$ cat config.mk
export PLATFORM = sky130hd
export DESIGN_NAME = ocm_top
export DESIGN_NICKNAME = d
export VERILOG_FILES = /design/src/design/ocm_pkg.sv /design/src/design/ocm_pair_if.sv /design/src/design/ocm_pair_mux.sv /design/src/design/ocm_top.sv
export SDC_FILE = /design/constraint.sdc
export NUM_CORES = 1
export LEC_CHECK = 0
export ABC_AREA = 1
export CORE_MARGIN = 2
export CORE_UTILIZATION = 25
export DETAILED_ROUTE_END_ITERATION = 7
export DONT_BUFFER_PORTS = 1
export GPL_TIMING_DRIVEN = 0
export PLACE_DENSITY_LB_ADDON = 0.3
export SETUP_SLACK_MARGIN = 0.5
export SLEW_MARGIN = 40
export SYNTH_ARGS = -nofsm -noshare
export SYNTH_HDL_FRONTEND = slang
export SYNTH_SLANG_ARGS = --single-unit
$ cat constraint.sdc
create_clock -name clk_i -period 1.5 [get_ports clk_i]
set_clock_uncertainty 0.1 [all_clocks]
set_input_delay 0.375 -clock clk_i [delete_from_list [all_inputs] [get_ports clk_i]]
set_output_delay 0.375 -clock clk_i [all_outputs]
set_load 0.1 [all_outputs]
$ cat src/design/ocm_pkg.sv
package ocm_pkg;

    // Register indices; the byte address is four times the index
    localparam logic [7:0] OCM_IDX_MODE_UPPER = 8'hb2;
    localparam logic [7:0] OCM_IDX_MODE_LOWER = 8'hb3;
    localparam logic [7:0] OCM_IDX_SEL_UPPER  = 8'hb4;
    localparam logic [7:0] OCM_IDX_SEL_LOWER  = 8'hb5;

    // Bus address layout
    localparam int         OCM_ADR_W          = 12;
    localparam int         OCM_IDX_LSB        = 2;
    localparam int         OCM_IDX_W          = 8;
    localparam logic [1:0] OCM_ADR_TOP_ZERO   = 2'h0;

    // Reset values
    localparam logic [7:0] OCM_SEL_UPPER_RST  = 8'h00;
    localparam logic [7:0] OCM_SEL_LOWER_RST  = 8'h00;
    localparam logic [7:0] OCM_MODE_UPPER_RST = 8'h00;
    localparam logic [7:0] OCM_MODE_LOWER_RST = 8'h00;

    // Writable bits of a mode register; bits 3 and 7 are reserved
    localparam logic [7:0] OCM_MODE_WR_MASK   = 8'h77;

    // Field positions inside a select or mode register
    localparam int         OCM_PAIR_SHIFT     = 4;
    localparam int         OCM_SEL_W          = 2;
    localparam int         OCM_ODD_SEL_LSB    = 2;
    localparam int         OCM_MODE_W         = 3;

    // Select field encodings
    localparam logic [1:0] OCM_SEL_GP         = 2'h0;
    localparam logic [1:0] OCM_SEL_HP         = 2'h1;

    // Pair mode encodings
    localparam logic [2:0] OCM_MODE_OFF       = 3'h0;
    localparam logic [2:0] OCM_MODE_CMOS_EVEN = 3'h1;
    localparam logic [2:0] OCM_MODE_CMOS_ODD  = 3'h2;
    localparam logic [2:0] OCM_MODE_CMOS_BOTH = 3'h3;
    localparam logic [2:0] OCM_MODE_COMPL     = 3'h4;
    localparam logic [2:0] OCM_MODE_HCSL      = 3'h5;
    localparam logic [2:0] OCM_MODE_PECL      = 3'h6;

    // Source clock positions in the synchroniser vector
    localparam int         OCM_NSRC           = 6;
    localparam int         OCM_SRC_GP_A       = 0;
    localparam int         OCM_SRC_GP_B       = 1;
    localparam int         OCM_SRC_GP_C       = 2;
    localparam int         OCM_SRC_GP_D       = 3;
    localparam int         OCM_SRC_HP_C       = 4;
    localparam int         OCM_SRC_HP_D       = 5;

    // Per output: source for select 00 and for select 01
    localparam int OCM_GP_IDX [8] = '{OCM_SRC_GP_A, OCM_SRC_GP_B, OCM_SRC_GP_C, OCM_SRC_GP_D,
                                      OCM_SRC_GP_A, OCM_SRC_GP_C, OCM_SRC_GP_A, OCM_SRC_GP_D};
    localparam int OCM_HP_IDX [8] = '{OCM_SRC_HP_C, OCM_SRC_HP_C, OCM_SRC_HP_D, OCM_SRC_HP_D,
                                      OCM_SRC_HP_C, OCM_SRC_HP_D, OCM_SRC_HP_C, OCM_SRC_HP_D};

    // Top-level state
    typedef struct packed {
        logic [OCM_NSRC-1:0] sync1;
        logic [OCM_NSRC-1:0] sync2;
        logic [7:0]          sel_upper;
        logic [7:0]          sel_lower;
        logic [7:0]          mode_upper;
        logic [7:0]          mode_lower;
        logic                ack;
        logic [7:0]          rdat;
    } ocm_top_state_type;

    localparam ocm_top_state_type OCM_TOP_RST = '{
        sync1      : '0,
        sync2      : '0,
        sel_upper  : OCM_SEL_UPPER_RST,
        sel_lower  : OCM_SEL_LOWER_RST,
        mode_upper : OCM_MODE_UPPER_RST,
        mode_lower : OCM_MODE_LOWER_RST,
        ack        : 1'b0,
        rdat       : 8'h00
    };

    // Pair selector state
    typedef struct packed {
        logic pin_even;
        logic pin_odd;
        logic en_even;
        logic en_odd;
        logic diff;
        logic hcsl;
    } ocm_pair_state_type;

endpackage : ocm_pkg

$ cat src/design/ocm_pair_if.sv
interface ocm_pair_if;
    logic [1:0] sel_even;
    logic [1:0] sel_odd;
    logic [2:0] mode;
    logic       gp_even;
    logic       hp_even;
    logic       gp_odd;
    logic       hp_odd;
    logic       pin_even;
    logic       pin_odd;
    logic       en_even;
    logic       en_odd;
    logic       diff;
    logic       hcsl;

    // Register side drives selection and sources
    modport ctrl (
        output sel_even, sel_odd, mode, gp_even, hp_even, gp_odd, hp_odd,
        input  pin_even, pin_odd, en_even, en_odd, diff, hcsl
    );

    // Selector side drives the pins
    modport mux (
        input  sel_even, sel_odd, mode, gp_even, hp_even, gp_odd, hp_odd,
        output pin_even, pin_odd, en_even, en_odd, diff, hcsl
    );
endinterface : ocm_pair_if

$ cat src/design/ocm_pair_mux.sv
module ocm_pair_mux (
    // Clock and reset
    input  wire logic clk_i,
    input  wire logic rst_i,
    // Selection and pins of one output pair
    ocm_pair_if.mux   pair
);

    ocm_pkg::ocm_pair_state_type st_ff;
    ocm_pkg::ocm_pair_state_type nxt_st;

    // Reserved select codes give a quiet low level
    function automatic logic ocm_pick(input logic [1:0] sel, input logic gp, input logic hp);
        logic r;
        r = 1'b0;
        if (sel == ocm_pkg::OCM_SEL_GP) begin
            r = gp;
        end else if (sel == ocm_pkg::OCM_SEL_HP) begin
            r = hp;
        end
        return r;
    endfunction : ocm_pick

    // Next pin levels and enables
    always_comb begin
        logic paired;
        paired   = 1'b0;
        nxt_st   = st_ff;
        paired   = (pair.mode == ocm_pkg::OCM_MODE_COMPL) || (pair.mode == ocm_pkg::OCM_MODE_HCSL) ||
                   (pair.mode == ocm_pkg::OCM_MODE_PECL);
        nxt_st.pin_even = ocm_pick(pair.sel_even, pair.gp_even, pair.hp_even);
        if (paired) begin
            nxt_st.pin_odd = !nxt_st.pin_even;
        end else begin
            nxt_st.pin_odd = ocm_pick(pair.sel_odd, pair.gp_odd, pair.hp_odd);
        end
        nxt_st.en_even = paired || (pair.mode == ocm_pkg::OCM_MODE_CMOS_EVEN) ||
                         (pair.mode == ocm_pkg::OCM_MODE_CMOS_BOTH);
        nxt_st.en_odd  = paired || (pair.mode == ocm_pkg::OCM_MODE_CMOS_ODD) ||
                         (pair.mode == ocm_pkg::OCM_MODE_CMOS_BOTH);
        nxt_st.diff    = (pair.mode == ocm_pkg::OCM_MODE_HCSL) || (pair.mode == ocm_pkg::OCM_MODE_PECL);
        nxt_st.hcsl    = (pair.mode == ocm_pkg::OCM_MODE_HCSL);
    end

    // State register
    always_ff @(posedge clk_i) begin
        if (rst_i) begin
            st_ff <= '0;
        end else begin
            st_ff <= nxt_st;
        end
    end

    // Registered outputs
    assign pair.pin_even = st_ff.pin_even;
    assign pair.pin_odd  = st_ff.pin_odd;
    assign pair.en_even  = st_ff.en_even;
    assign pair.en_odd   = st_ff.en_odd;
    assign pair.diff     = st_ff.diff;
    assign pair.hcsl     = st_ff.hcsl;
endmodule : ocm_pair_mux

$ cat src/design/ocm_top.sv
// Operation
// - Output 4 follows upper select bits 1:0 in every mode: 00 general divider A, 01 fast divider C.
// - Output 5 single-ended follows upper select bits 3:2: 00 general divider C, 01 fast divider D.
// - With pair 4/5 in a differential mode, output 5 ignores its field and carries the inverse of output 4.
// - Output 6 follows upper select bits 5:4 in every mode: 00 general divider A, 01 fast divider C.
// - Output 7 single-ended follows upper select bits 7:6: 00 general divider D, 01 fast divider D.
// - With pair 6/7 in a differential mode, output 7 ignores its field and carries the inverse of output 6.
// - Output 0 follows lower select bits 1:0 in every mode: 00 general divider A, 01 fast divider C.
// - Output 1 single-ended follows lower select bits 3:2: 00 general divider B, 01 fast divider C.
// - With pair 0/1 in a differential mode, output 1 ignores its field and carries the inverse of output 0.
// - Output 2 follows lower select bits 5:4 in every mode: 00 general divider C, 01 fast divider D.
// - Each pair has a three-bit mode: 000 off, 001 to 011 single-ended, 100 complementary, 101 HCSL, 110 PECL.
// - Output 3 single-ended follows lower select bits 7:6, 00 general D, 01 fast D; paired it inverts output 2.
//
// The Wishbone interface to the registers is this design's own decision.
module ocm_top (
    // Clock and reset
    input  wire logic        clk_i,
    input  wire logic        rst_i,
    // Wishbone slave
    input  wire logic        wb_cyc_i,
    input  wire logic        wb_stb_i,
    input  wire logic        wb_we_i,
    input  wire logic [11:0] wb_adr_i,
    input  wire logic [31:0] wb_dat_i,
    input  wire logic [3:0]  wb_sel_i,
    output logic      [31:0] wb_dat_o,
    output logic             wb_ack_o,
    // Synthesizer divider clocks
    input  wire logic        gp_synth_div_a,
    input  wire logic        gp_synth_div_b,
    input  wire logic        gp_synth_div_c,
    input  wire logic        gp_synth_div_d,
    input  wire logic        hp_synth_div_c,
    input  wire logic        hp_synth_div_d,
    // Configurable clock outputs
    output logic             cfg_clock_pin_0_o,
    output logic             cfg_clock_pin_1_o,
    output logic             cfg_clock_pin_2_o,
    output logic             cfg_clock_pin_3_o,
    output logic             cfg_clock_pin_4_o,
    output logic             cfg_clock_pin_5_o,
    output logic             cfg_clock_pin_6_o,
    output logic             cfg_clock_pin_7_o,
    // Output enables and pair driver kind
    output logic      [7:0]  cfg_clock_en_o,
    output logic      [3:0]  cfg_pair_diff_o,
    output logic      [3:0]  cfg_pair_hcsl_o
);

    ocm_pkg::ocm_top_state_type st_ff;
    ocm_pkg::ocm_top_state_type nxt_st;

    logic [ocm_pkg::OCM_NSRC-1:0]  src_raw;
    logic                          bus_req;
    logic                          bus_wr;
    logic                          adr_ok;
    logic [ocm_pkg::OCM_IDX_W-1:0] reg_idx;
    logic [7:0]                    pin_vec;
    logic [7:0]                    en_vec;
    logic [3:0]                    diff_vec;
    logic [3:0]                    hcsl_vec;

    // Gather divider clocks in synchroniser order
    assign src_raw = {hp_synth_div_d, hp_synth_div_c, gp_synth_div_d,
                      gp_synth_div_c, gp_synth_div_b, gp_synth_div_a};

    // Bus decode; a request is taken once, ack drops the next cycle
    assign bus_req = wb_cyc_i && wb_stb_i && !st_ff.ack;
    assign bus_wr  = bus_req && wb_we_i && wb_sel_i[0];
    assign adr_ok  = (wb_adr_i[ocm_pkg::OCM_ADR_W-1:ocm_pkg::OCM_IDX_LSB+ocm_pkg::OCM_IDX_W]
                      == ocm_pkg::OCM_ADR_TOP_ZERO);
    assign reg_idx = wb_adr_i[ocm_pkg::OCM_IDX_LSB +: ocm_pkg::OCM_IDX_W];

    // Synchronisers, register writes and read data
    always_comb begin
        nxt_st       = st_ff;
        nxt_st.sync1 = src_raw;
        nxt_st.sync2 = st_ff.sync1;
        nxt_st.ack   = bus_req;
        nxt_st.rdat  = 8'h00;
        if (bus_req && adr_ok) begin
            case (reg_idx)
                ocm_pkg::OCM_IDX_MODE_UPPER: begin
                    nxt_st.rdat = st_ff.mode_upper;
                    if (bus_wr) begin
                        nxt_st.mode_upper = wb_dat_i[7:0] & ocm_pkg::OCM_MODE_WR_MASK;
                    end
                end
                ocm_pkg::OCM_IDX_MODE_LOWER: begin
                    nxt_st.rdat = st_ff.mode_lower;
                    if (bus_wr) begin
                        nxt_st.mode_lower = wb_dat_i[7:0] & ocm_pkg::OCM_MODE_WR_MASK;
                    end
                end
                ocm_pkg::OCM_IDX_SEL_UPPER: begin
                    nxt_st.rdat = st_ff.sel_upper;
                    if (bus_wr) begin
                        nxt_st.sel_upper = wb_dat_i[7:0];
                    end
                end
                ocm_pkg::OCM_IDX_SEL_LOWER: begin
                    nxt_st.rdat = st_ff.sel_lower;
                    if (bus_wr) begin
                        nxt_st.sel_lower = wb_dat_i[7:0];
                    end
                end
                default: begin
                    nxt_st.rdat = 8'h00;
                end
            endcase
        end
    end

    // State register with reset to zero selections
    always_ff @(posedge clk_i) begin
        if (rst_i) begin
            st_ff <= ocm_pkg::OCM_TOP_RST;
        end else begin
            st_ff <= nxt_st;
        end
    end

    // Bus outputs
    assign wb_ack_o = st_ff.ack;
    assign wb_dat_o = {24'h000000, st_ff.rdat};

    // One selector per output pair
    for (genvar p = 0; p < 4; p++) begin : g_pair
        localparam int EVN = 2 * p;
        localparam int ODD = 2 * p + 1;
        localparam int SH  = (p % 2) * ocm_pkg::OCM_PAIR_SHIFT;
        logic [7:0] sel_reg;
        logic [7:0] mode_reg;
        ocm_pair_if pif ();

        // Lower registers serve pairs 0 and 1, upper ones pairs 2 and 3
        assign sel_reg      = (p < 2) ? st_ff.sel_lower : st_ff.sel_upper;
        assign mode_reg     = (p < 2) ? st_ff.mode_lower : st_ff.mode_upper;
        assign pif.sel_even = sel_reg[SH +: ocm_pkg::OCM_SEL_W];
        assign pif.sel_odd  = sel_reg[SH + ocm_pkg::OCM_ODD_SEL_LSB +: ocm_pkg::OCM_SEL_W];
        assign pif.mode     = mode_reg[SH +: ocm_pkg::OCM_MODE_W];
        assign pif.gp_even  = st_ff.sync2[ocm_pkg::OCM_GP_IDX[EVN]];
        assign pif.hp_even  = st_ff.sync2[ocm_pkg::OCM_HP_IDX[EVN]];
        assign pif.gp_odd   = st_ff.sync2[ocm_pkg::OCM_GP_IDX[ODD]];
        assign pif.hp_odd   = st_ff.sync2[ocm_pkg::OCM_HP_IDX[ODD]];

        ocm_pair_mux u_mux (
            .clk_i (clk_i),
            .rst_i (rst_i),
            .pair  (pif.mux)
        );

        // Collect pair results
        assign pin_vec[EVN] = pif.pin_even;
        assign pin_vec[ODD] = pif.pin_odd;
        assign en_vec[EVN]  = pif.en_even;
        assign en_vec[ODD]  = pif.en_odd;
        assign diff_vec[p]  = pif.diff;
        assign hcsl_vec[p]  = pif.hcsl;
    end

    // Pin outputs
    assign cfg_clock_pin_0_o = pin_vec[0];
    assign cfg_clock_pin_1_o = pin_vec[1];
    assign cfg_clock_pin_2_o = pin_vec[2];
    assign cfg_clock_pin_3_o = pin_vec[3];
    assign cfg_clock_pin_4_o = pin_vec[4];
    assign cfg_clock_pin_5_o = pin_vec[5];
    assign cfg_clock_pin_6_o = pin_vec[6];
    assign cfg_clock_pin_7_o = pin_vec[7];
    assign cfg_clock_en_o    = en_vec;
    assign cfg_pair_diff_o   = diff_vec;
    assign cfg_pair_hcsl_o   = hcsl_vec;
endmodule : ocm_top

# Word level (Yosys, flattened, before mapping)
# Index checks and enable logic that the tools add are counted.
# classes
n_eq_ne,36
n_mux,21
bitwise,1
reduce_logical,52
# op_table
cell,count
$eq 3x3->1 const B,12
$eq 8x8->1 const B,4
$pmux 8 s4,1
$logic_or 1x1->1,28
$eq 3x2->1 const B,8
$mux 1,20
$logic_not 2->1,9
$eq 2x1->1 const B,8
$eq 3x1->1 const B,4
$reduce_and 3->1,4
$logic_and 1x1->1,5
$logic_not 1->1,5
$reduce_or 2->1,1
$not 1->1,1
# totals
register_bits,73
input_bits,59
word_cells,142

# Logic depth before layout (Yosys ltp)
# Gate-level depths: netlist of run 1.
# depth
depth_word,5
depth_mapped,10
depth_no_buf,8

# Cells and area by module
# A second synthesis of run 1 with hierarchy kept.
# hier_totals
hier_cells,497
area_unflattened_um2,3505.9
# modules_own_cells
module,instances,cells_each,area_per_inst_um2
ocm_top,1,353,2534.9
ocm_pair_mux,4,36,242.7

# Least setup slack after synthesis of run 1
# OpenSTA, ideal clock, no wires.
# synth_timing
path_type,reg2reg
start,"register st_ff, in the netlist wb_ack_o"
end,"register st_ff, in the netlist g_pair[2].mode_reg[2]"
setup_ns,0.113
arrival_time_ns,1.561
path_slack_ns,-0.274
stages_incl_launch_ff,7
period_less_slack_ns,1.774
path_cell_list,dfxtp_1 -> nor2_4 -> nand4_4 -> nor2_2 -> buf_4 -> nor2_1 -> nor2_1
# synth_between
elab_chain_cells,5
word_cells_on_any_way,6
# synth_lines
element,line_no,source
"start, declared",ocm_top.sv:51,ocm_pkg::ocm_top_state_type st_ff;
"start signal, assigned",ocm_top.sv:118,st_ff <= ocm_pkg::OCM_TOP_RST;
"start signal, assigned",ocm_top.sv:120,st_ff <= nxt_st;
$logic_not 1->1 (*),ocm_top.sv:69,assign bus_req = wb_cyc_i && wb_stb_i && !st_ff.ack;
$logic_and 1x1->1 (*),ocm_top.sv:69,
$logic_and 1x1->1 (2 in series),ocm_top.sv:70,assign bus_wr = bus_req && wb_we_i && wb_sel_i[0];
$reduce_and 3->1 (no line) (*),-,
# Mark *: on every way between the ends. The rest lies on a longest branch, timed or not.
# A chain may end at the register's enable or synchronous reset.

# Worst setup path after layout of run 1
# layout_timing
start,"register st_ff, in the netlist wb_ack_o"
end,"register st_ff, in the netlist g_pair[2].sel_reg[6]"
# The elaborated chain is that of the path after synthesis.

==> run_results.csv, run 1 <==
group,metric,value,unit
run_status,status,"finished, violations left",
run_status,violations,"negative setup slack",
sta,slew_headroom,62.2,%
clock_network,cts.reportedPaths.clkPinSlew,60,ps
sta,max_freq,651,MHz
power_and_ir_drop,peakVddDrop,0.483,mV
synthesis,async_flop_share,0,%
critical_path,crit_type,"reg -> reg",
clock_network,clockBufferDepth,2,
global_route,grt_start_max_net_pins,12,
job,maxCapViolations,0,
clock_network,numCtsBuffers,9,
finish,num-nets-final,573,
floorplan,start_util,25.9,%
placed_design,dp_cells,653,
detailed_routing,drtPass1Iterations,4,
floorplan,num_rows,41,
clock_network,cts-root-buf,"clkbuf_16",
critical_path,worst_path_dominant_cell_family,"simple AND/OR/NAND/NOR gates",
clock_network,cts_max_level,3,
critical_path,max_stage_delay,450,ps
floorplan,num_io_pins,116,
synthesis,yosysWarnings,0,
placed_design,routabilityCongestion,0.847,
synthesis,syn_area_per_cell,7.18,um2
floorplan,die_w,119,um
sta,finalSetupViolations,18,
critical_path,crit_arrival,1660,ps
synthesis,synth_cell_types,29,
sta,layout_setup_ws,-36.2,ps
sta,worst_slew_pin_slew,565,ps
synthesis,synth_top_flop_cell,"dfxtp_1",
synthesis,synth_seq_cells,73,
synthesis,yosysSeqAreaShare,44.4,%
critical_path,crit_chain,"nor2_4 > nand4_4 > nor2_4 > buf_6 > nand2_2 > nand2_1 > nor2_1",
global_route,antenna_found_initial,0,
finish,final-instance-count-excl-fill,691,
critical_path,worstSetupStartpointType,"flop",
synthesis,synthCells,458,
critical_path,cp.buffers_inverters,1,
placed_design,dp_slack,-202,ps
clock_network,cts.sinks,73,
min_path,min_path_type,"in -> reg",
placed_design,hpwl,6250,um
power_and_ir_drop,p_sw_share,25.9,%
detailed_routing,wl_per_cell,12.8,um
detailed_routing,drt_iter0_drc,118,
power_and_ir_drop,power_frac_comb,11.0,%
clock_network,cts_tree,"yes",
global_route,grtUsageTotal,12.8,%
power_and_ir_drop,p_seq_share,42.1,%
detailed_routing,vias,2853,
critical_path,cp_slowest_cell,"dfxtp_4",
power_and_ir_drop,p_leak,1.94,nW
finish,final_util,37.0,%
detailed_routing,drtAntennaViolNets,0,
power_and_ir_drop,clkPwrFrac,47.0,%
global_route,grt_pass1_wl,13900,um
sta,layout_min_cycle_time,1540,ps
critical_path,worstPathRequired,1620,ps
detailed_routing,routed_wl,8870,um
sta,rsz0062_at_grt,"yes",
finish,area_growth,43.2,%
power_and_ir_drop,p_switching,1.22,mW
sta,period_share,102,%
detailed_routing,drcViolationCount,0,
critical_path,cpMostUsedCell,"nor2_4",
critical_path,reg2reg_from,"wb_ack_o",
global_route,grt_pass1_vias,2802,
sta,tns,-316,ps
synthesis,synth_edf_count,0,
clock_network,clk_latency,330,ps
placed_design,port_buffers,0,
finish,drive_gt1_share,43.9,%
synthesis,syn_area,0.00329,mm2
detailed_routing,routed_via_density,4.13,
critical_path,worstPathMaxFanout,5,
finish,finalInstanceArea,0.00471,mm2
sta,maxSlewViolCount,0,
critical_path,startpoint,"wb_ack_o",
power_and_ir_drop,p_int,3.50,mW
sta,hold_viol,0,
global_route,overflow,0,
floorplan,core_area,0.0127,mm2
finish,largest_register_ffs,16,
floorplan,die_y,119,um
min_path,min_from,"gp_synth_div_b",
finish,n_antenna_cell,0,
critical_path,critPathCaptureType,"flop",
power_and_ir_drop,powerDensity,1000,mW/mm2
floorplan,die-area,0.0141,mm2
placed_design,placed_area,0.00378,mm2
finish,fillers,1340,
cells in the final DEF (no fill, tap or decap), drive strengths merged:
cell,netlist,final
or2,2,2
nand2,117,117
bufinv,0,2
clkbuf,4,17
nand4,6,6
inv,41,40
a21oi,22,22
conb,1,24
dfxtp,73,73
a211oi,1,1
nor3,9,9
nand3,15,15
o31ai,2,2
clkinv,0,2
o21ai,9,9
nor4,2,2
buf,48,70
nor2,106,106
cell type report:
| cell class | count | area, um2 | area share, % |
|---|---|---|---|
| multi-input combinational | 315 | 1610 | 34.2 |
| sequential | 73 | 1590 | 33.7 |
| buffer | 52 | 632 | 13.4 |
| clock buffer | 13 | 240 | 5.10 |
| tap | 172 | 215 | 4.57 |
| timing repair buffer | 22 | 188 | 3.98 |
| inverter | 41 | 171 | 3.64 |
| clock inverter | 3 | 65.1 | 1.38 |
power by group through the flow:
stage               sequential, mW  clock [mW]  combinational, mW
floorplan                     2.03           0              0.435
global placement              2.04           0              0.469
detailed placement            2.04           0              0.471
CTS                           1.99        2.27              0.493
global route                  1.98        2.35              0.550
finish                        1.98        2.22              0.517
synth_stat cells (4+ instances only):
cell	n	area [um2]
nand2_1	114	428
inv_1	35	131
nor3_1	7	35.0
buf_4	42	315
nor2_1	100	375
a21oi_1	22	110
nand3_1	15	75.1
o21ai_0	7	35.0
dfxtp_1	73	1460
nand4_1	4	25.0
inv_2	5	18.8
per-stage QoR:
stage / hold WS (ps) / total power [mW]
after floorplan: 288 / 2.47
after global placement: 291 / 2.51
after detailed placement: 295 / 2.51
after CTS: 36.5 / 4.76
after global routing: 45.2 / 4.89
final: 46.7 / 4.72
routing by layer:
layer / GRT usage (%) / share of wire (%)
met5: 0 / 0
met3: 4.34 / 6.3
met4: 5.13 / 2.2
met1: 13.9 / 41
met2: 22.6 / 51
logic make-up after synthesis:
family | count (synthesis) | share of synthesized area [%]
flip-flops | 73 | 44.4
other | 1 | 0.114
AND/OR/NAND/NOR | 257 | 33.5
AO/OA/AOI/OAI | 34 | 5.40
buffers and inverters | 93 | 16.5
timing repair:
action / 4_1_cts / 5_1_grt
buffers inserted: 11 / 7
gates cloned: 2 / 2
gates resized for setup: 114 / 62
setup endpoints to repair: 103 / 82
hold buffers: 0 / 0
pin swaps: 12 / 31
final timing paths:
kind	endpoint	slack [ps]	depth (start not counted)
worst max register to register	g_pair[2].sel_reg[6]	-40	7
worst min-delay path	nxt_st[42]	50	2
worst max-delay path	g_pair[2].sel_reg[6]	-40	7
worst min register to register	g_pair[0].pif.hp_even	300	2
No activity file was read; power rests on OpenSTA's default activity.
==> run 2, diff against run 1 <==
--- a/config.mk
+++ b/config.mk
@@ -11,6 +11,7 @@
 export DETAILED_ROUTE_END_ITERATION = 7
 export DONT_BUFFER_PORTS = 1
 export GPL_TIMING_DRIVEN = 0
+export MAX_ROUTING_LAYER = met4
 export PLACE_DENSITY_LB_ADDON = 0.3
 export SETUP_SLACK_MARGIN = 0.5
 export SLEW_MARGIN = 40
==> run 2 against run 1 <==
The flow still finishes with violations (negative setup slack); worst hold slack lost 12 ps; cell count fell by 0.43%; sequential share of layout area rose by 0.38 points; total power decreased by 1.1%; clock power decreased by 2%; final area fell by 1.2%; critical path type unchanged; critical endpoint unchanged; largest cell class is now registers; highest routed layer unchanged.
==> run_results.csv, run 2 (synthesis results as in run 1) <==
group,metric,value,unit
clock_network,clockBufferDepth,2,
placed_design,hpwl,6330,um
sta,hold_viol,0,
clock_network,cts_tree,"yes",
floorplan,die-area,0.0141,mm2
sta,maxSlewViolCount,0,
power_and_ir_drop,fin_total_pwr,4.67,mW
sta,worst_slew_pin_slew,551,ps
clock_network,clk_latency,340,ps
floorplan,num_io_pins,116,
clock_network,cts.reportedPaths.clkPinSlew,60,ps
global_route,gr-usage-met1,13.9,%
sta,layout_setup_ws,-47.0,ps
sta,finalSetupViolations,20,
critical_path,worstPathMaxFanout,5,
placed_design,routabilityCongestion,0.859,
detailed_routing,drcViolationCount,0,
clock_network,ctsHoldBuffers,0,
sta,period_share,103,%
finish,finalInstanceArea,0.00466,mm2
floorplan,core_area,0.0127,mm2
global_route,antenna_found_initial,0,
power_and_ir_drop,clkPwrFrac,46.7,%
global_route,grtUsageMet3,3.38,%
global_route,grt_pass1_vias,2737,
global_route,grtUsageTotal,12.9,%
clock_network,cts_max_level,3,
power_and_ir_drop,p_leak,1.90,nW
finish,drive_gt1_share,42.2,%
global_route,overflow,0,
critical_path,crit_type,"reg -> reg",
finish,num-nets-final,570,
detailed_routing,drtAntennaViolNets,0,
finish,final_util,36.6,%
sta,layout_min_cycle_time,1550,ps
finish,largest_register_ffs,16,
critical_path,critPathCaptureType,"flop",
power_and_ir_drop,p_int,3.41,mW
floorplan,die_w,119,um
detailed_routing,drt_iter0_drc,163,
global_route,busiest_layer,"met2",
sta,rsz0062_at_grt,"yes",
sta,slew_headroom,63.1,%
floorplan,start_util,25.9,%
critical_path,worstSetupStartpointType,"flop",
run_status,violations,"negative setup slack",
clock_network,numCtsBuffers,9,
run_status,status,"finished, violations left",
finish,final_common_cell,"nor2_1",
power_and_ir_drop,power_frac_comb,10.8,%
power_and_ir_drop,p_switching,1.26,mW
placed_design,port_buffers,0,
detailed_routing,routed_wl,8740,um
power_and_ir_drop,p_sw_share,26.9,%
power_and_ir_drop,powerDensity,1000,mW/mm2
global_route,grt_pass1_wl,13500,um
detailed_routing,vias,2827,
detailed_routing,drtPass1Iterations,4,
finish,n_antenna_cell,0,
clock_network,cts.sinks,73,
global_route,grt_start_max_net_pins,14,
power_and_ir_drop,p_seq_share,42.5,%
global_route,grtUsageMet2,21.8,%
critical_path,worstPathRequired,1630,ps
detailed_routing,wl_per_cell,12.7,um
job,maxCapViolations,0,
critical_path,crit_arrival,1680,ps
power_and_ir_drop,peakVddDrop,0.487,mV
finish,fillers,1329,
floorplan,die_y,119,um
floorplan,num_rows,41,
sta,max_freq,646,MHz
placed_design,placed_area,0.00378,mm2
detailed_routing,routed_via_density,4.11,
clock_network,cts-root-buf,"clkbuf_16",
finish,area_growth,41.5,%
finish,final_cell_mix,"nor2_1, nand2_1, buf_4",
min_path,min_path_type,"in -> reg",
run 2: what timing repair did:
action | CTS | global route
gates cloned | 3 | 1
gates resized for setup | 109 | 56
pin swaps | 14 | 28
setup endpoints to repair | 95 | 84
buffers inserted | 11 | 4
run 2: per-layer routing:
layer	wire length, um	vias up
met4	137	0
met3	507	11
met1	3640	1270
li1	-	1455
met2	4450	91
met5	0	-
run 2: final timing paths:
| kind | start | endpoint | slack, ps | cells past startpoint |
|---|---|---|---|---|
| worst max-delay path | wb_ack_o | g_pair[2].sel_reg[6] | -50 | 7 |
| worst min-delay path | gp_synth_div_b | nxt_st[42] | 30 | 2 |
| worst max register to register | wb_ack_o | g_pair[2].sel_reg[6] | -50 | 7 |
| worst min register to register | nxt_st[45] | g_pair[0].pif.hp_even | 290 | 2 |
run 2: power groups by stage:
stage               Sequential, mW  Combinational, mW  Clock (mW)
floorplan                     2.03              0.435           0
global placement              2.04              0.469           0
detailed placement            2.04              0.472           0
CTS                           1.99              0.489        2.23
global route                  1.98              0.533        2.31
finish                        1.98              0.502        2.18
run 2: area by class of cell:
class / instances / area [um2] / share of cell area (%)
plain buffers: 52 / 624 / 13.4
clock buffers: 12 / 256 / 5.51
multi-input cells: 315 / 1580 / 34.0
inverters: 41 / 171 / 3.68
clock inverters: 4 / 52.6 / 1.13
repair buffers: 19 / 165 / 3.55
well taps: 172 / 215 / 4.62
flip-flops and latches: 73 / 1590 / 34.1
run 2: metrics by stage:
| stage | instances | hold WS, ps | setup WS (ps) | setup TNS (ps) |
|---|---|---|---|---|
| after global routing | 688 | 34.7 | -114 | -2050 |
| after global placement | 653 | 291 | -165 | -3460 |
| after detailed placement | 653 | 292 | -194 | -3720 |
| final | 688 | 34.8 | -47.0 | -453 |
| after CTS | 683 | 24.5 | -17.3 | -110 |
| after floorplan | 481 | 288 | 58.5 | 0 |
run 2: worst max-delay path, stage by stage, from the launching register on:
cell	delay [ps]
dfxtp_4	450
nor2_4	170
nand4_4	190
nor2_4	210
buf_6	150
nand2_2	50
nand2_1	60
nor2_1	50
==> run 3, diff against run 2 <==
--- a/config.mk
+++ b/config.mk
@@ -17,4 +17,5 @@
 export SLEW_MARGIN = 40
 export SYNTH_ARGS = -nofsm -noshare
 export SYNTH_HDL_FRONTEND = slang
+export SYNTH_HIERARCHICAL = 1
 export SYNTH_SLANG_ARGS = --single-unit
==> run 3 against run 2 <==
The run now ends clean; sequential power about the same; worst hold slack worse by 25 ps; core utilization down 2.3 points; register-to-register slack better by 120 ps; wire length up 6.7%; global-route usage up 0.67 points; setup slack better by 120 ps; synthesized cell count up 8.5%; flip-flop and latch count unchanged; cell count up 5.4%; clock-buffer cell count down 2; critical path depth unchanged; critical path type unchanged; largest cell class is now multi-input combinational cells.
==> run_results.csv, run 3 <==
group,metric,value,unit
synthesis,syn_area,0.00351,mm2
synthesis,yosysMostFrequentCell,"nor2_1",
clock_network,clk_latency,340,ps
critical_path,crit_chain,"nor2_4 > nand3_4 > inv_8 > clkbuf_16 > nand3_1 > nand2_1 > nor2_1",
finish,largest_register_ffs,16,
synthesis,async_flop_share,0,%
critical_path,critPathCaptureType,"flop",
critical_path,worst_path_dominant_cell_family,"simple AND/OR/NAND/NOR gates",
global_route,grt_pass1_vias,3042,
critical_path,reg2reg_from,"wb_ack_o",
synthesis,synth_top_area_share,41.7,%
finish,final_common_cell,"nor2_1",
min_path,min_from,"rst_i",
global_route,antenna_found_initial,0,
sta,layout_min_cycle_time,1420,ps
clock_network,cts.reportedPaths.clkPinSlew,50,ps
synthesis,synthCells,497,
detailed_routing,drcViolationCount,0,
detailed_routing,drtPass1Iterations,5,
clock_network,cts-root-buf,"clkbuf_16",
power_and_ir_drop,peakVddDrop,0.478,mV
finish,n_antenna_cell,0,
synthesis,synth_seq_cells,73,
synthesis,synth_top_area_cell,"dfxtp_1",
job,maxCapViolations,0,
synthesis,yosysSeqAreaShare,41.7,%
floorplan,die_y,122,um
power_and_ir_drop,powerDensity,1000,mW/mm2
critical_path,r2r_slack,80,ps
synthesis,synth_cell_types,22,
floorplan,num_io_pins,116,
clock_network,clockBufferDepth,2,
finish,drive_gt1_share,32.1,%
sta,hold_viol,0,
critical_path,max_stage_delay,450,ps
critical_path,worstSetupStartpointType,"flop",
critical_path,reg2reg_to,"g_pair[2].mode_reg[2]",
sta,finalSetupViolations,0,
critical_path,crit_type,"reg -> reg",
critical_path,cp.buffers_inverters,2,
clock_network,cts.sinks,73,
floorplan,start_util,25.5,%
sta,maxSlewViolCount,0,
clock_network,cts_max_level,3,
synthesis,synth_top_flop_cell,"dfxtp_1",
placed_design,dp_slack,-243,ps
finish,multi_input_area,0.00171,mm2
clock_network,ctsHoldBuffers,2,
power_and_ir_drop,p_leak,2.07,nW
critical_path,worstPathMaxFanout,6,
placed_design,port_buffers,0,
floorplan,core_area,0.0138,mm2
sta,period_share,94.9,%
placed_design,placed_area,0.00402,mm2
critical_path,cp_slowest_cell,"dfxtp_4",
detailed_routing,routed_wl,9320,um
finish,final_cell_mix,"nor2_1, nand2_1, inv_1",
power_and_ir_drop,p_sw_share,26.5,%
global_route,grt_pass1_wl,14900,um
detailed_routing,wl_per_cell,12.9,um
floorplan,die_w,122,um
sta,max_freq,703,MHz
detailed_routing,routed_via_density,4.12,
min_path,min_to,"wb_ack_o",
synthesis,syn_area_per_cell,7.05,um2
finish,regArea,0.00156,mm2
sta,rsz0062_at_grt,"yes",
clock_network,cts_tree,"yes",
min_path,min_path_type,"in -> reg",
power_and_ir_drop,power_frac_comb,10.8,%
sta,worst_slew_pin_slew,533,ps
detailed_routing,vias,2988,
global_route,grtUsageTotal,13.6,%
finish,finalInstanceArea,0.00473,mm2
detailed_routing,drtAntennaViolNets,0,
critical_path,reg2regPathDepth,7,
critical_path,crit_arrival,1550,ps
critical_path,worstPathRequired,1630,ps
finish,num-nets-final,599,
power_and_ir_drop,p_switching,1.26,mW
synthesis,yosysWarnings,6,
global_route,grt_start_max_net_pins,25,
placed_design,routabilityCongestion,0.892,
placed_design,dp_cells,700,
global_route,overflow,0,
placed_design,hpwl,6710,um
power_and_ir_drop,p_int,3.49,mW
synthesis,yosys-top-cells-count,"nor2_1, nand2_1, dfxtp_1, nand3_1, inv_1",
sta,layout_setup_ws,77.1,ps
clock_network,numCtsBuffers,9,
finish,fillers,1471,
run_status,status,"complete, no violations",
power_and_ir_drop,p_seq_share,42.1,%
min_path,worstHoldPathCells,1,
floorplan,die-area,0.0150,mm2
power_and_ir_drop,clkPwrFrac,47.1,%
synthesis,synth_edf_count,0,
finish,area_growth,34.8,%
finish,final-instance-count-excl-fill,725,
detailed_routing,drt_iter0_drc,109,
synthesis,synth.area.top_cells,"dfxtp_1, nor2_1, nand2_1, buf_4, nand3_1",
floorplan,num_rows,43,
sta,slew_headroom,64.4,%
[run 3: cell types whose count changed in the layout (fill, tap and decap cells not counted), sizes merged, moves of 9 or more]
cell | before | now
a21oi | 22 | 10
nand3 | 15 | 65
o21ai | 9 | 0
nor2 | 106 | 120
inv | 39 | 63
nand2 | 117 | 107
buf | 67 | 53
[run 3: power by group through the flow]
stage | Sequential [mW] | Clock, mW | Combinational (mW)
after floorplan | 2.04 | 0 | 0.450
after global placement | 2.04 | 0 | 0.483
after detailed placement | 2.04 | 0 | 0.487
after CTS | 2.00 | 2.29 | 0.500
after global routing | 2.00 | 2.38 | 0.543
final | 2.00 | 2.24 | 0.513
[run 3: layout make-up]
cell class	instances	share of cell area [%]
plain buffers	48	12.0
inverters	63	5.27
repair buffers	9	2.17
well taps	180	4.77
flip-flops and latches	73	33.0
multi-input cells	336	36.2
clock buffers	10	4.85
clock inverters	6	1.77
[run 3: how the worst max path moves through the flow]
stage | from | endpoint | slack, ps | depth (start not counted)
6_report | wb_ack_o | g_pair[2].mode_reg[2] | 80 | 7
5_1_grt | wb_ack_o | g_pair[2].mode_reg[5] | 10 | 7
4_1_cts | wb_ack_o | g_pair[0].sel_reg[3] | 70 | 5
3_5_place_dp | wb_ack_o | wb_dat_o[3] | -240 | 3
3_3_place_gp | wb_ack_o | wb_dat_o[3] | -300 | 3
2_1_floorplan | wb_ack_o | g_pair[2].mode_reg[1] | 160 | 7
[run 3: repair_timing]
| action | 4_1_cts | 5_1_grt |
|---|---|---|
| pin swaps | 7 | 8 |
| gates resized for setup | 55 | 35 |
| hold endpoints to repair | 9 | 3 |
| endpoints found under the setup margin | 72 | 89 |
| gates cloned | 1 | 1 |
| buffers inserted | 5 | 0 |
[run 3: metal layers]
| metal | part of all wire [%] | track usage (%) | vias to the layer above |
|---|---|---|---|
| met4 | 1.4 | 4.81 | 0 |
| li1 | - | - | 1546 |
| met2 | 49 | 22.7 | 71 |
| met1 | 45 | 15.7 | 1360 |
| met3 | 4.8 | 3.62 | 11 |
| met5 | 0 | - | - |
[run 3: worst register-to-register path: cells and delay by family (launching register included)]
kind                   cells  cell delay [ps]
and+or+nand+nor            5              500
DFF                        1              450
buffers and inverters      2              260
[run 3: cell families after synthesis]
group	share of synthesized area, %
simple gates	40.1
buf+inv	16.7
flops	41.7
compound gates	1.43
other cells	0.107
[run 3: through the flow]
stage / power, mW / utilization [%] / setup TNS [ps] / hold slack (ps)
3_3_place_gp: 2.52 / 29.2 / -1670 / 294
4_1_cts: 4.78 / 33.2 / 0 / 0.277
2_1_floorplan: 2.49 / - / 0 / 288
6_report: 4.75 / 34.3 / 0 / 9.77
5_1_grt: 4.92 / 34.3 / 0 / -3.21
3_5_place_dp: 2.53 / 29.2 / -1340 / 297
